==> src/ltm_pkg.sv <==
// constants and types for the loop test mode controller
// assumes a single 125 MHz system clock
package ltm_pkg;
  localparam int unsigned CLK_HZ = 125000000;
  // timing figures in their own units
  localparam int unsigned MODE_TIME_S = 75;
  localparam int unsigned GAP_TIME_MS = 500;
  localparam int unsigned SAMPLE_HZ = 1000;
  // derived cycle and sample counts
  localparam longint unsigned MODE_CYCLES = longint'(MODE_TIME_S) * CLK_HZ;
  localparam int unsigned GAP_SAMPLES = (GAP_TIME_MS * SAMPLE_HZ + 999) / 1000;
  localparam int unsigned SAMPLE_DIV = CLK_HZ / SAMPLE_HZ;
  localparam int unsigned DEBOUNCE_SAMPLES = 4;
  // pulse counts that carry a command, and the ceiling of the count
  localparam logic [3:0] CNT_SILENT = 4'h6;
  localparam logic [3:0] CNT_LOSS = 4'h8;
  localparam logic [3:0] CNT_EXIT = 4'hA;
  localparam logic [3:0] CNT_MAX = 4'hB;

  typedef enum logic [1:0] {
    LTM_CMD_NONE,
    LTM_CMD_SILENT,
    LTM_CMD_LOSS,
    LTM_CMD_EXIT
  } ltm_cmd_t;

  typedef enum logic [1:0] {
    LTM_NORMAL,
    LTM_SILENT,
    LTM_LOSS
  } ltm_mode_t;
endpackage : ltm_pkg

==> src/ltm_mode_timer.sv <==
// mode duration timer: reloads on start, pulses done at terminal count
// assumes start and stop come from logic on clk_sys
`timescale 1ns/1ps
module ltm_mode_timer #(
  parameter longint unsigned CYCLES = 64'd9375000000
) (
  input wire logic clk_sys,
  input wire logic rstn,
  input wire logic start,
  input wire logic stop,
  output logic done
);
  logic [39:0] remain;
  logic running;

  always_ff @(posedge clk_sys or negedge rstn) begin
    if (!rstn) begin
      remain <= 40'h0;
      running <= 1'b0;
      done <= 1'b0;
    end else begin
      done <= 1'b0;
      if (start) begin
        remain <= 40'(CYCLES - 64'd1);
        running <= 1'b1;
      end else if (stop) begin
        running <= 1'b0;
      end else if (running) begin
        if (remain == 40'h0) begin
          running <= 1'b0;
          done <= 1'b1;
        end else begin
          remain <= remain - 40'h1;
        end
      end
    end
  end
endmodule : ltm_mode_timer

==> src/ltm_loop_test_ctrl.sv <==
// loop maintenance-mode controller: trigger detection, count decode, mode state
// assumes loop_active is a raw comparator level from the line interface
`timescale 1ns/1ps

module ltm_loop_test_ctrl #(
  parameter longint unsigned MODE_LEN = ltm_pkg::MODE_CYCLES,
  parameter int unsigned TICK_DIV = ltm_pkg::SAMPLE_DIV,
  parameter int unsigned GAP_LEN = ltm_pkg::GAP_SAMPLES
) (
  input wire logic clk_sys,
  input wire logic rstn,
  input wire logic loop_active,
  output logic startup_allow,
  output logic tx_enable,
  output logic tx_test_signal,
  output ltm_pkg::ltm_mode_t mode,
  output logic maint_active
);
  import ltm_pkg::*;

  typedef enum logic [1:0] {
    LTM_DET_IDLE,
    LTM_DET_PULSES,
    LTM_DET_STOP
  } ltm_det_t;

  // two-stage synchroniser on the loop level
  logic sync_a;
  logic sync_b;

  always_ff @(posedge clk_sys or negedge rstn) begin
    if (!rstn) begin
      sync_a <= 1'b0;
      sync_b <= 1'b0;
    end else begin
      sync_a <= loop_active;
      sync_b <= sync_a;
    end
  end

  // 1 kHz sample tick, far above 64 pulses per second
  logic [31:0] tick_cnt;
  logic tick;

  always_ff @(posedge clk_sys or negedge rstn) begin
    if (!rstn) begin
      tick_cnt <= 32'h0;
      tick <= 1'b0;
    end else begin
      tick <= 1'b0;
      if (tick_cnt == 32'(TICK_DIV - 1)) begin
        tick_cnt <= 32'h0;
        tick <= 1'b1;
      end else begin
        tick_cnt <= tick_cnt + 32'h1;
      end
    end
  end

  // debounce: level must agree over several samples before it is taken
  logic [2:0] agree_cnt;
  logic level;
  logic level_prev;

  always_ff @(posedge clk_sys or negedge rstn) begin
    if (!rstn) begin
      agree_cnt <= 3'h0;
      level <= 1'b0;
    end else if (tick) begin
      if (sync_b == level) begin
        agree_cnt <= 3'h0;
      end else if (agree_cnt == 3'(DEBOUNCE_SAMPLES - 1)) begin
        agree_cnt <= 3'h0;
        level <= sync_b;
      end else begin
        agree_cnt <= agree_cnt + 3'h1;
      end
    end
  end

  always_ff @(posedge clk_sys or negedge rstn) begin
    if (!rstn) begin
      level_prev <= 1'b0;
    end else begin
      level_prev <= level;
    end
  end

  logic edge_seen;
  assign edge_seen = level != level_prev;

  // time the level has been steady, in samples, saturating at GAP_LEN
  logic [15:0] steady_cnt;
  logic steady_long;
  assign steady_long = steady_cnt >= 16'(GAP_LEN);

  always_ff @(posedge clk_sys or negedge rstn) begin
    if (!rstn) begin
      steady_cnt <= 16'h0;
    end else if (edge_seen) begin
      steady_cnt <= 16'h0;
    end else if (tick && !steady_long) begin
      steady_cnt <= steady_cnt + 16'h1;
    end
  end

  // sequence detector: a long steady level is a start interval; the idle level
  // it shows is the reference, and each return-to-idle edge (dc) or each level
  // change, leaving or returning to no-current (ac), adds one to the count, up to CNT_MAX
  ltm_det_t det;
  ltm_det_t next_det;
  logic idle_level;
  logic next_idle_level;
  logic [3:0] pulse_cnt;
  logic [3:0] next_pulse_cnt;
  logic [3:0] half_cnt;
  logic [3:0] next_half_cnt;
  logic [3:0] stop_count;
  logic [3:0] next_stop_count;
  logic cmd_valid;
  ltm_cmd_t cmd;
  logic counts_clear;
  logic at_idle_level;

  assign counts_clear = pulse_cnt == 4'h0 && half_cnt == 4'h0;
  assign at_idle_level = level == idle_level;

  always_comb begin
    next_det = det;
    next_idle_level = idle_level;
    next_pulse_cnt = pulse_cnt;
    next_half_cnt = half_cnt;
    next_stop_count = stop_count;
    case (det)
      LTM_DET_IDLE: begin
        if (steady_long) begin
          next_idle_level = level;
          next_pulse_cnt = 4'h0;
          next_half_cnt = 4'h0;
          next_det = LTM_DET_PULSES;
        end
      end
      LTM_DET_PULSES: begin
        // edge first: steady flag is still stale in the cycle the edge shows
        if (edge_seen) begin
          // dc: one break is leave and return; ac: each leave or return is a half cycle
          if (half_cnt != CNT_MAX) begin
            next_half_cnt = half_cnt + 4'h1;
          end
          if (at_idle_level && pulse_cnt != CNT_MAX) begin
            next_pulse_cnt = pulse_cnt + 4'h1;
          end
        end else if (steady_long && counts_clear) begin
          next_idle_level = level; // start interval continues, keep reference
        end else if (steady_long && at_idle_level) begin
          next_stop_count = idle_level ? pulse_cnt : half_cnt;
          next_det = LTM_DET_STOP;
        end else if (steady_long) begin
          next_det = LTM_DET_IDLE;
        end
      end
      LTM_DET_STOP: begin
        // stop interval doubles as the next start interval
        next_idle_level = level;
        next_pulse_cnt = 4'h0;
        next_half_cnt = 4'h0;
        next_det = LTM_DET_PULSES;
      end
      default: next_det = LTM_DET_IDLE;
    endcase
  end

  always_ff @(posedge clk_sys or negedge rstn) begin
    if (!rstn) begin
      det <= LTM_DET_IDLE;
    end else begin
      det <= next_det;
    end
  end

  always_ff @(posedge clk_sys or negedge rstn) begin
    if (!rstn) begin
      idle_level <= 1'b0;
    end else begin
      idle_level <= next_idle_level;
    end
  end

  always_ff @(posedge clk_sys or negedge rstn) begin
    if (!rstn) begin
      pulse_cnt <= 4'h0;
    end else begin
      pulse_cnt <= next_pulse_cnt;
    end
  end

  always_ff @(posedge clk_sys or negedge rstn) begin
    if (!rstn) begin
      half_cnt <= 4'h0;
    end else begin
      half_cnt <= next_half_cnt;
    end
  end

  always_ff @(posedge clk_sys or negedge rstn) begin
    if (!rstn) begin
      stop_count <= 4'h0;
    end else begin
      stop_count <= next_stop_count;
    end
  end

  // decode the finished count; other counts give no command
  always_ff @(posedge clk_sys or negedge rstn) begin
    if (!rstn) begin
      cmd_valid <= 1'b0;
    end else begin
      cmd_valid <= det == LTM_DET_STOP;
    end
  end

  always_ff @(posedge clk_sys or negedge rstn) begin
    if (!rstn) begin
      cmd <= LTM_CMD_NONE;
    end else begin
      case (stop_count)
        CNT_SILENT: cmd <= LTM_CMD_SILENT;
        CNT_LOSS: cmd <= LTM_CMD_LOSS;
        CNT_EXIT: cmd <= LTM_CMD_EXIT;
        default: cmd <= LTM_CMD_NONE;
      endcase
    end
  end

  // mode state; back to normal on the exit count, on timer expiry, or by reset, which is the power cycle
  logic timer_start;
  logic timer_stop;
  logic timer_done;
  ltm_mode_t next_mode;

  always_comb begin
    next_mode = mode;
    timer_start = 1'b0;
    timer_stop = 1'b0;
    // an invalid count must not swallow a timeout of the same cycle
    if (cmd_valid && cmd != LTM_CMD_NONE) begin
      case (cmd)
        LTM_CMD_SILENT: begin
          next_mode = LTM_SILENT;
          timer_start = 1'b1;
        end
        LTM_CMD_LOSS: begin
          next_mode = LTM_LOSS;
          timer_start = 1'b1;
        end
        LTM_CMD_EXIT: begin
          if (mode != LTM_NORMAL) begin
            next_mode = LTM_NORMAL;
            timer_stop = 1'b1;
          end
        end
        default: next_mode = mode;
      endcase
    end else if (timer_done) begin
      next_mode = LTM_NORMAL;
    end
  end

  ltm_mode_timer #(
    .CYCLES(MODE_LEN)
  ) u_timer (
    .clk_sys(clk_sys),
    .rstn(rstn),
    .start(timer_start),
    .stop(timer_stop),
    .done(timer_done)
  );

  always_ff @(posedge clk_sys or negedge rstn) begin
    if (!rstn) begin
      mode <= LTM_NORMAL;
    end else begin
      mode <= next_mode;
    end
  end

  always_ff @(posedge clk_sys or negedge rstn) begin
    if (!rstn) begin
      startup_allow <= 1'b1;
    end else begin
      startup_allow <= next_mode == LTM_NORMAL;
    end
  end

  always_ff @(posedge clk_sys or negedge rstn) begin
    if (!rstn) begin
      tx_enable <= 1'b1;
    end else begin
      tx_enable <= next_mode != LTM_SILENT;
    end
  end

  always_ff @(posedge clk_sys or negedge rstn) begin
    if (!rstn) begin
      tx_test_signal <= 1'b0;
    end else begin
      tx_test_signal <= next_mode == LTM_LOSS;
    end
  end

  always_ff @(posedge clk_sys or negedge rstn) begin
    if (!rstn) begin
      maint_active <= 1'b0;
    end else begin
      maint_active <= next_mode != LTM_NORMAL;
    end
  end
endmodule : ltm_loop_test_ctrl

==> config.mk <==
export PLATFORM = sky130hd
export DESIGN_NAME = ltm_loop_test_ctrl
export DESIGN_NICKNAME = d
export VERILOG_FILES = /design/src/ltm_pkg.sv /design/src/ltm_mode_timer.sv /design/src/ltm_loop_test_ctrl.sv
export SDC_FILE = /design/constraint.sdc
export NUM_CORES = 1
export LEC_CHECK = 0
export ABC_AREA = 1
export CORE_UTILIZATION = 61
export CTS_BUF_LIST = sky130_fd_sc_hd__clkbuf_8
export DETAILED_ROUTE_END_ITERATION = 10
export DONT_BUFFER_PORTS = 1
export PLACE_DENSITY = 0.77
export RECOVER_POWER = 100
export SLEW_MARGIN = 20
export SYNTH_ARGS = -nofsm -noshare
export SYNTH_HDL_FRONTEND = slang
export SYNTH_SLANG_ARGS = --single-unit
==> constraint.sdc <==
create_clock -name clk_sys -period 2 [get_ports clk_sys]
set_input_delay 0.1 -clock clk_sys [delete_from_list [all_inputs] [get_ports clk_sys]]
set_output_delay 0.1 -clock clk_sys [all_outputs]
set_load 0.02 [all_outputs]
-- After elaboration in Yosys (flattened, before gate mapping)
Cells that the tools add are included.
- input bits: 3
- flip-flop bits (word level): 122
- reductions and logical operators: 26
- order comparisons: 1
- eq/ne operators: 27
- mux-type cells: 46
- bitwise operators: 3
- add/sub/neg operators: 6
- operators with widths (kind ; count):
    $mux 40 ; 4
    $logic_not 40->1 ; 1
    $sub 40x1->40 const B ; 1
    $add 32x1->32 const B ; 1
    $eq 32x17->1 const B ; 1
    $mux 16 ; 2
    $mux 32 ; 1
    $mux 4 ; 6
    $pmux 4 s3 ; 2
    $reduce_and 4->1 ; 5
    $ne 2x2->1 const B ; 9
    $pmux 2 s3 ; 3
    $mux 1 ; 17
    $add 16x1->16 const B ; 1
    $ge 16x9->1 const B ; 1
    $mux 2 ; 8
    $reduce_bool 2->1 ; 5
    $add 4x1->4 const B ; 2
    $eq 2x2->1 const B ; 4
    $eq 4x4->1 const B ; 2
    $logic_not 4->1 ; 2
    $ne 4x4->1 const B ; 2
    $logic_and 1x1->1 ; 6
    $mux 3 ; 2
    15 further kinds ; 21

-- Depth between registers and ports, before layout
Gate-level depths: netlist of the first run.
- depth after elaboration: 6
- depth in mapped cells: 12

-- Cells and area by module
A second synthesis of the first run with hierarchy kept.
- cell total of the unflattened synthesis: 1010
- area, all modules: 7200.7 µm²
- by module, submodules not included (module ; sequential area each (µm²) ; area an instance (µm²) ; cells each ; instances):
    ltm_loop_test_ctrl ; 2004.4 ; 4320.4 ; 562 ; 1
    ltm_mode_timer ; 1051.0 ; 2880.3 ; 448 ; 1

-- Worst setup path before layout of the first run
No wires, ideal clock.
- path type: register to register
- start point: register cmd[0]
- end point: register u_timer.remain[12]
- arrival time: 1571 ps
- setup slack: 363 ps
- library setup time: 66 ps
- cell stages (with the launch flop): 8
- period minus slack after synthesis: 1637 ps
- path buffers: 2
- required time: 1934 ps
- cell sequence: dfrtp_1 > inv_1 > ha_1 > nand2_1 > clkbuf_1 > buf_1 > nand4_1 > nand2_1
- cells in the longest elaborated chain, start to end: 6
- elaborated cells on any way between the ends: 15
- those cells by class: 5 x eq/ne; 5 x mux; 5 x reduce/logical
- ends and longest elaborated chain (item ; RTL line ; text):
    start: declaration ; ltm_loop_test_ctrl.sv:121 ; ltm_cmd_t cmd;
    start signal: assignment ; ltm_loop_test_ctrl.sv:224 ; cmd <= LTM_CMD_NONE;
    start signal: assignment ; ltm_loop_test_ctrl.sv:227 ; CNT_SILENT: cmd <= LTM_CMD_SILENT;
    start signal: assignment ; ltm_loop_test_ctrl.sv:228 ; CNT_LOSS: cmd <= LTM_CMD_LOSS;
    $eq 2x2->1 / $eq 2x1->1 (equally long branches) ; ltm_loop_test_ctrl.sv:247 ; case (cmd)
    $reduce_or 2->1 (no line) ; - ;
    $mux 1 ; ltm_loop_test_ctrl.sv:247 ;
    $mux 1 ; ltm_loop_test_ctrl.sv:246 ; if (cmd_valid && cmd != LTM_CMD_NONE) begin
    $ne 2x2->1 (no line) / $reduce_bool 2->1 (equally long branches) ; - ;
    $reduce_and 3->1 (no line) ; - ;
    end signal: assignment ; ltm_mode_timer.sv:24 ; remain <= 40'(CYCLES - 64'd1);
    end signal: assignment ; ltm_mode_timer.sv:33 ; remain <= remain - 40'h1;
    end: declaration ; ltm_mode_timer.sv:13 ; logic [39:0] remain;
Parallel ways exist; a longest one is shown, timed or not.
A chain may end at the register's enable or synchronous reset.

-- Worst setup path after layout of the first run
- start point: register u_timer.remain[19]
- end point: register u_timer.remain[17]
- cells in the longest elaborated chain, start to end: 3
- ends and longest elaborated chain (item ; RTL line ; text):
    $logic_not 40->1 ; ltm_mode_timer.sv:29 ; if (remain == 40'h0) begin
    $ne 2x2->1 (no line) ; - ;
    $reduce_and 3->1 (no line) ; - ;
No other way between the ends.

==> results of run 1 <==
per-stage QoR:
| stage | cells | total power [mW] | setup WS [ns] |
|---|---|---|---|
| global placement | 1133 | 2.519 | 0.1751 |
| finish | 1166 | 5.119 | 0.1305 |
| detailed placement | 1133 | 2.519 | 0.1729 |
| floorplan | 981 | 2.519 | 0.3631 |
| CTS | 1166 | 5.157 | 0.1247 |
| global route | 1166 | 5.263 | 0.0002596 |
area by class of cell:
| class | count | area (um2) | share of cell area (%) |
|---|---|---|---|
| multi-input cells | 722 | 3522 | 44.63 |
| flip-flops and latches | 122 | 3055 | 38.71 |
| repair buffers | 25 | 202.7 | 2.568 |
| clock inverters | 14 | 227.7 | 2.885 |
| well taps | 143 | 178.9 | 2.267 |
| inverters | 122 | 457.9 | 5.802 |
| clock buffers | 18 | 247.7 | 3.139 |
logic make-up (layout without fill, tap and decap cells):
group                    after synthesis  count (layout)  synth area share, %
buffers and inverters                137             179                7.642
adder cells (fa/ha/maj)               15              15                2.635
AND/OR/NAND/NOR                      609             609                37.09
XOR/XNOR                              43              43                5.394
AO/OA/AOI/OAI                         55              55                4.339
flip-flops                           122             122                42.90
metal layers:
| metal | vias to the layer above | part of all wire [%] | routed length, um | GRT usage [%] |
|---|---|---|---|---|
| met3 | 35 | 5.1 | 837 | 7.760 |
| met2 | 166 | 47 | 7675 | 47.59 |
| li1 | 3155 | - | - | - |
| met1 | 2890 | 46 | 7627 | 38.92 |
| met4 | 0 | 2.2 | 366 | 12.48 |
| met5 | - | 0 | 0 | 0 |
registers in the layout, indices dropped and copies added (netlist names), 2 cells and up:
name	count
det	2
steady_cnt	16
u_timer.remain	40
agree_cnt	3
cmd	2
stop_count	4
pulse_cnt	4
mode	2
half_cnt	4
tick_cnt	32
timing repair:
action | 4_1_cts | 5_1_grt
gates resized for setup | 0 | 6
endpoints found under the hold margin | 123 | 122
setup endpoints to repair | 0 | 13
worst max-delay path by stage:
stage	from	end	slack, ns	cells after the start
6_report	u_timer.remain[19]	u_timer.remain[17]	0.13	10
3_5_place_dp	u_timer.remain[19]	u_timer.remain[17]	0.17	10
5_1_grt	u_timer.remain[5]	u_timer.remain[36]	0.0003	9
4_1_cts	u_timer.remain[5]	u_timer.remain[28]	0.12	8
2_1_floorplan	cmd[0]	u_timer.remain[12]	0.36	7
3_3_place_gp	u_timer.remain[29]	u_timer.remain[5]	0.18	10
synth_stat cells, drive strengths merged:
master,count
a211oi,1
a21oi,7
a22oi,1
a31oi,1
and2,1
and3,1
buf,11
clkbuf,4
dfrtp,120
dfstp,2
ha,15
inv,122
nand2,293
nand3,79
nand3b,5
nand4,29
nor2,160
nor3,21
nor4,6
nor4b,1
o211ai,3
o21a,1
o21ai,34
o21bai,3
o22ai,1
o311ai,1
o31ai,2
or2,13
xnor2,11
xor2,32
power by group through the flow:
stage / Sequential [mW] / Clock, mW / Combinational [mW]
6_report: 2.47 / 2.65 / 0.00345
5_1_grt: 2.47 / 2.79 / 0.00363
4_1_cts: 2.47 / 2.68 / 0.00343
3_5_place_dp: 2.52 / 0 / 0.00190
3_3_place_gp: 2.52 / 0 / 0.00191
2_1_floorplan: 2.52 / 0 / 0.00165
critical path, cell delays in order, from the launching register on:
cell	delay, ns
dfrtp_1	0.46
nor2_1	0.19
nand2_1	0.13
nor2_2	0.19
nand3_2	0.12
nor2_4	0.13
nor2_4	0.08
nor2_8	0.10
buf_12	0.21
nand2_1	0.09
nand2_1	0.07
placed cells by master (no fill, tap or decap), types with 2 or more instances in the layout:
| master | n |
|---|---|
| a21oi_1 | 7 |
| buf_4 | 20 |
| bufinv_16 | 6 |
| clkbuf_8 | 18 |
| clkinv_2 | 3 |
| clkinv_4 | 2 |
| dfrtp_1 | 120 |
| dfstp_1 | 2 |
| ha_1 | 15 |
| inv_1 | 119 |
| inv_2 | 4 |
| nand2_1 | 292 |
| nand3_1 | 78 |
| nand3b_1 | 5 |
| nand4_1 | 29 |
| nor2_1 | 144 |
| nor2_2 | 12 |
| nor2_4 | 3 |
| nor3_1 | 20 |
| nor4_1 | 6 |
| o211ai_1 | 3 |
| o21ai_0 | 33 |
| o21bai_1 | 3 |
| o31ai_1 | 2 |
| or2_0 | 6 |
| or2_2 | 7 |
| xnor2_1 | 10 |
| xor2_1 | 32 |
==> summary.md, run 1 <==
| Metric | Value |
|---|---|
| Status | `finished with violations` |
| Failing checks | `hold timing` |
| Share of post-route cells with drive strength above 1 | `8.211%` |
| Normalized max-slew margin | `66.45%` |
| Post-route ant nets | `0` |
| DRC | `0` |
| Max VDD drop | `~0.65 mV` |
| Power Internal | `4.099 mW` |
| Minimum clock period after layout | `1.869 ns` |
| Final hold vios | `122` |
| Postcts setup bufs | `0` |
| P_leak | `4.349 nW` |
| Pins Over Slew Limit | `0` |
| PortBufs | `0` |
| Flop2flop setup slack | `0.13 ns` |
| Max-Cap Viols | `0` |
| Sequential area share after synthesis | `42.90%` |
| Logic pwr share | `0.1%` |
| Pin count of the biggest net entering global routing | `123` |
| Initial core utilization | `just over 60%` |
| Placed cell area | `7420 um2` |
| Post-Syn Area per Cell | `7.260 um2` |
| Layout Skew | `0.008238 ns` |
| Fill cells | `1002` |
| FF+latch count, synth | `122` |
| Final setup vio count | `0` |
| Period utilisation layout | `between 90% and 100%` |
| Final core utilization | `69.12%` |
| TNS Setup | `0 ns` |
| Final nets | `1028` |
| Vias post-DR | `~6200` |
| WP data required | `2.39 ns` |
| Total GRT Usage | `29.96%` |
| Initial antenna violation count | `0` |
| TritonCTS clock tree | `done` |
| Routed WL | `approximately 17 mm` |
| Cell taking the most area after synthesis | `dfrtp_1` |
| Clk pwr share | `51.7%` |
| Reg clk slew, reported paths | `0.08 ns` |
| Pwr per Cell Area | `648.6 nW/um2` |
| Worst-Margin Slew | `0.4993 ns` |
| Sw Share | `19.92%` |
| CTS Hold Bufs | `1` |
| Post-synthesis cell count | `a little under 1000` |
| Number of global-route vias before repair | `5885` |
| Worst min path class | `input port to asynchronous set/reset pin` |
| P_sw | `1.020 mW` |
| Die W | `110.1 um` |
| Clock sink count | `122` |
| Grt total ovfl | `0` |
| Reg2reg path depth | `10` |
| Full die area | `roughly 12000 um2` |
| Top post-synthesis cells by area | `dfrtp_1 42%, nand2_1 15%, nor2_1 7.7%` |
| Mapped cell area | `7122 um2` |
| HPWL Detailed | `11.91 mm` |
| Initial DRC count | `481` |
| CTS root buf | `clkbuf_8` |
| Clk_lat worst skew | `0.45 ns` |
| Worst reg2reg path endpoint | `u_timer.remain[17]` |
| Synth unique cells | `42` |
| Die height | `~110 um` |
| Critical-path maximum fanout | `37` |
| RR Startpoint | `u_timer.remain[19]` |
| Area grow syn2layout | `10.82%` |
| Gpl congestion | `between 0.9 and 1` |
| RSZ-0062 raised after global routing | `false` |
| Final instance area | `around 7900 um2` |
| Endpoint class of the critical path | `flip-flop` |
| H-tree depth | `4` |
| 1st-pass router iterations | `5` |
| Global-route wire length before repair | `27.39 mm` |
| Deepest clock path buffer count | `2` |
| Post-synth top area share | `42.16%` |
| Synthesized Nets | `999` |
| WL per Instance | `approximately 14 um` |
| Vias per Instance | `5.357` |
| Hold_ws | `-0.6570 ns` |
| YS warnings | `0` |
| Flop pwr share | `48.2%` |
| Crit Path Class | `flip-flop to flip-flop` |
| Antenna cells | `0` |
| Fmax | `about 0.53 GHz` |
| Cell Rows | `39` |
| Worst Setup Start Kind | `flip-flop` |
| WP data arrival | `2.26 ns` |
| CTS buffer count | `17` |
| Boundary Pins | `9` |
| Area of the core | `11420 um2` |
(Power assumes the default switching activity.)
==> run 2: changes to the inputs <==
==> constraint.sdc (replaced) <==
create_clock -name clk_sys -period 2.32 [get_ports clk_sys]
set_input_delay 0.116 -clock clk_sys [delete_from_list [all_inputs] [get_ports clk_sys]]
set_output_delay 0.116 -clock clk_sys [all_outputs]
set_load 0.02 [all_outputs]
==> run 2 against run 1 <==
The flow still finishes with violations (hold timing). Clock skew is 0.0042 ns higher. Sequential cell count stayed put. Sequential share of layout area increased by 1.1 points. Global-route usage fell by 0.89 points. Worst hold slack better by 0.014 ns. Count of clock-buffer cells in the layout increased by 3. Sequential power is 14% lower. Die area unchanged. Register-to-register slack improved by 0.09 ns. Cell count is 1.5% lower.
==> summary.md, run 2 (synthesized netlist as in run 1, its figures left out) <==
| Metric | Value |
|---|---|
| Critical Path, Cell by Cell | `inv_1 > ha_1 > nor2_1 > o211ai_1 > nand2_1 > nor2_4 > clkbuf_2 > nand3_1 > nand2_1` |
| Minimum clock period after layout | `between 2 and 2.5 ns` |
| WP data required | `2.66 ns` |
| Largest register by flop count | `u_timer.remain` |
| Crit path max-delay cell type | `dfrtp_1` |
| Initial antenna violation count | `0` |
| Final instance area | `7679 um2` |
| Max-Cap Viols | `0` |
| Worst setup startpoint | `cmd[0]` |
| Worst Setup Start Kind | `flip-flop` |
| TritonCTS clock tree | `done` |
| Most frequent cells in the layout | `292 x nand2_1, 150 x nor2_1, 120 x dfrtp_1` |
| Hold_ws | `-0.6432 ns` |
| RR Startpoint | `cmd[0]` |
| Boundary Pins | `9` |
| Fmax | `0.4756 GHz` |
| H-tree depth | `4` |
| Pin count of the biggest net entering global routing | `between 100 and 150` |
| Commonest non-fill, non-tap cell in the layout | `nand2_1` |
| CTS Hold Bufs | `1` |
| CP Buf/Inv Count | `2` |
| Initial DRC count | `448` |
| CTS root buf | `clkbuf_8` |
| Initial core utilization | `62.37%` |
| Most used cell, CP | `nand2_1` |
| PortBufs | `0` |
| Clk_lat worst skew | `0.45 ns` |
| HPWL Detailed | `11.21 mm` |
| Final nets | `1011` |
| Antenna cells | `0` |
| Worst-Margin Slew | `0.6368 ns` |
| Vias per Instance | `between 5 and 6` |
| Area grow syn2layout | `7.818%` |
| Number of global-route vias before repair | `around 5700` |
| Vias post-DR | `about 6100` |
| Die W | `~110 um` |
| Grt total ovfl | `0` |
| Clock sink count | `122` |
| Global-route wire length before repair | `roughly 27 mm` |
| CP max stage delay | `a little under 0.4 ns` |
| Pwr per Cell Area | `536.3 nW/um2` |
| 1st-pass router iterations | `4` |
| Largest registers | `u_timer.remain x40, tick_cnt x32, steady_cnt x16` |
| Max VDD drop | `0.4970 mV` |
| Post-route ant nets | `0` |
| Crit Path Class | `flip-flop to flip-flop` |
| RSZ-0062 raised after global routing | `false` |
| Final hold vios | `122` |
| Layout Skew | `between 0.01 and 0.015 ns` |
| Total GRT Usage | `29.08%` |
| Cell Rows | `39` |
| WP data arrival | `2.44 ns` |
| CTS buffer count | `17` |
| P_leak | `4.218 nW` |
| Flop2flop setup slack | `approximately 0.22 ns` |
| Die height | `110.1 um` |
| Status | `finished with violations` |
| Reg clk slew, reported paths | `0.07 ns` |
| Delay-heaviest family, CP | `simple AND/OR/NAND/NOR gates` |
| WL per Instance | `13.58 um` |
| Pins Over Slew Limit | `0` |
| DRC | `0` |
| Share of post-route cells with drive strength above 1 | `6.262%` |
| TNS Setup | `0 ns` |
| Placed cell area | `7267 um2` |
| Failing checks | `hold timing` |
| Period utilisation layout | `90.62%` |
| Max reg flops | `40` |
| Critical-path maximum fanout | `22` |
| Endpoint class of the critical path | `flip-flop` |
| Full die area | `12110 um2` |
| Gpl congestion | `between 0.9 and 1` |
| Deepest clock path buffer count | `2` |
| Area of the core | `11420 um2` |
| Normalized max-slew margin | `57.39%` |
| Final setup vio count | `0` |
| Routed WL | `between 15 and 20 mm` |
| Total Power | `a little over 4 mW` |
| Worst min path class | `input port to asynchronous set/reset pin` |
## run 2: cell count changes in the layout (fill, tap and decap cells not counted), sizes merged
cell	change
clkinv	+1
buf	-17
bufinv	-4
clkbuf	+3
## run 2: per-layer routing
metal	GRT usage, %	routed length, um	vias up
met5	0	0	-
met4	10.76	367	0
met3	7.113	668	35
met2	45.85	7180	152
met1	38.93	7384	2831
li1	-	-	3125
## run 2: final timing paths
check	end	cells past startpoint
worst max register to register	u_timer.remain[31]	9
worst min register to register	sync_b	0
max in group asynchronous	u_timer.remain[14]	0
worst max-delay path	u_timer.remain[31]	9
worst min-delay path	maint_active	0
min in group clk_sys	sync_a	1
## run 2: worst register-to-register path: stages, from the launching register on
cell      delay [ns]
dfrtp_1         0.39
inv_1           0.10
ha_1            0.22
nor2_1          0.25
o211ai_1        0.15
nand2_1         0.19
nor2_4          0.08
clkbuf_2        0.35
nand3_1         0.21
nand2_1         0.06
## run 2: where the power goes
group | switching [mW] | internal, mW | leakage (nW)
clock network | 0.906 | 1.08 | 0.213
registers | 0.000835 | 2.13 | 1.68
logic | 0.00108 | 0.00187 | 2.33
## run 2: area by class of cell
| cell class | count | area (um2) |
|---|---|---|
| clock inverter | 11 | 133.9 |
| sequential | 122 | 3055 |
| tap | 143 | 178.9 |
| clock buffer | 21 | 289.0 |
| timing repair buffer | 8 | 56.30 |
| inverter | 122 | 457.9 |
| fill | 1021 | 3740 |
| multi-input combinational | 722 | 3507 |
## run 2: timing repair
| action | 4_1_cts | 5_1_grt |
|---|---|---|
| setup buffers | 0 | 0 |
| gates resized for setup | 0 | 0 |
| endpoints found under the hold margin | 123 | 122 |
## run 2: stage by stage
step / instances / hold WS [ns] / utilization, % / setup WS [ns]
floorplan: 981 / -0.1796 / - / 0.6831
global placement: 1116 / -0.1774 / 63.64 / 0.3905
detailed placement: 1116 / -0.1774 / 63.64 / 0.3439
CTS: 1149 / -0.6693 / 67.43 / 0.2384
global route: 1149 / -0.6825 / 67.25 / 0.01244
finish: 1149 / -0.6432 / 67.25 / 0.2176
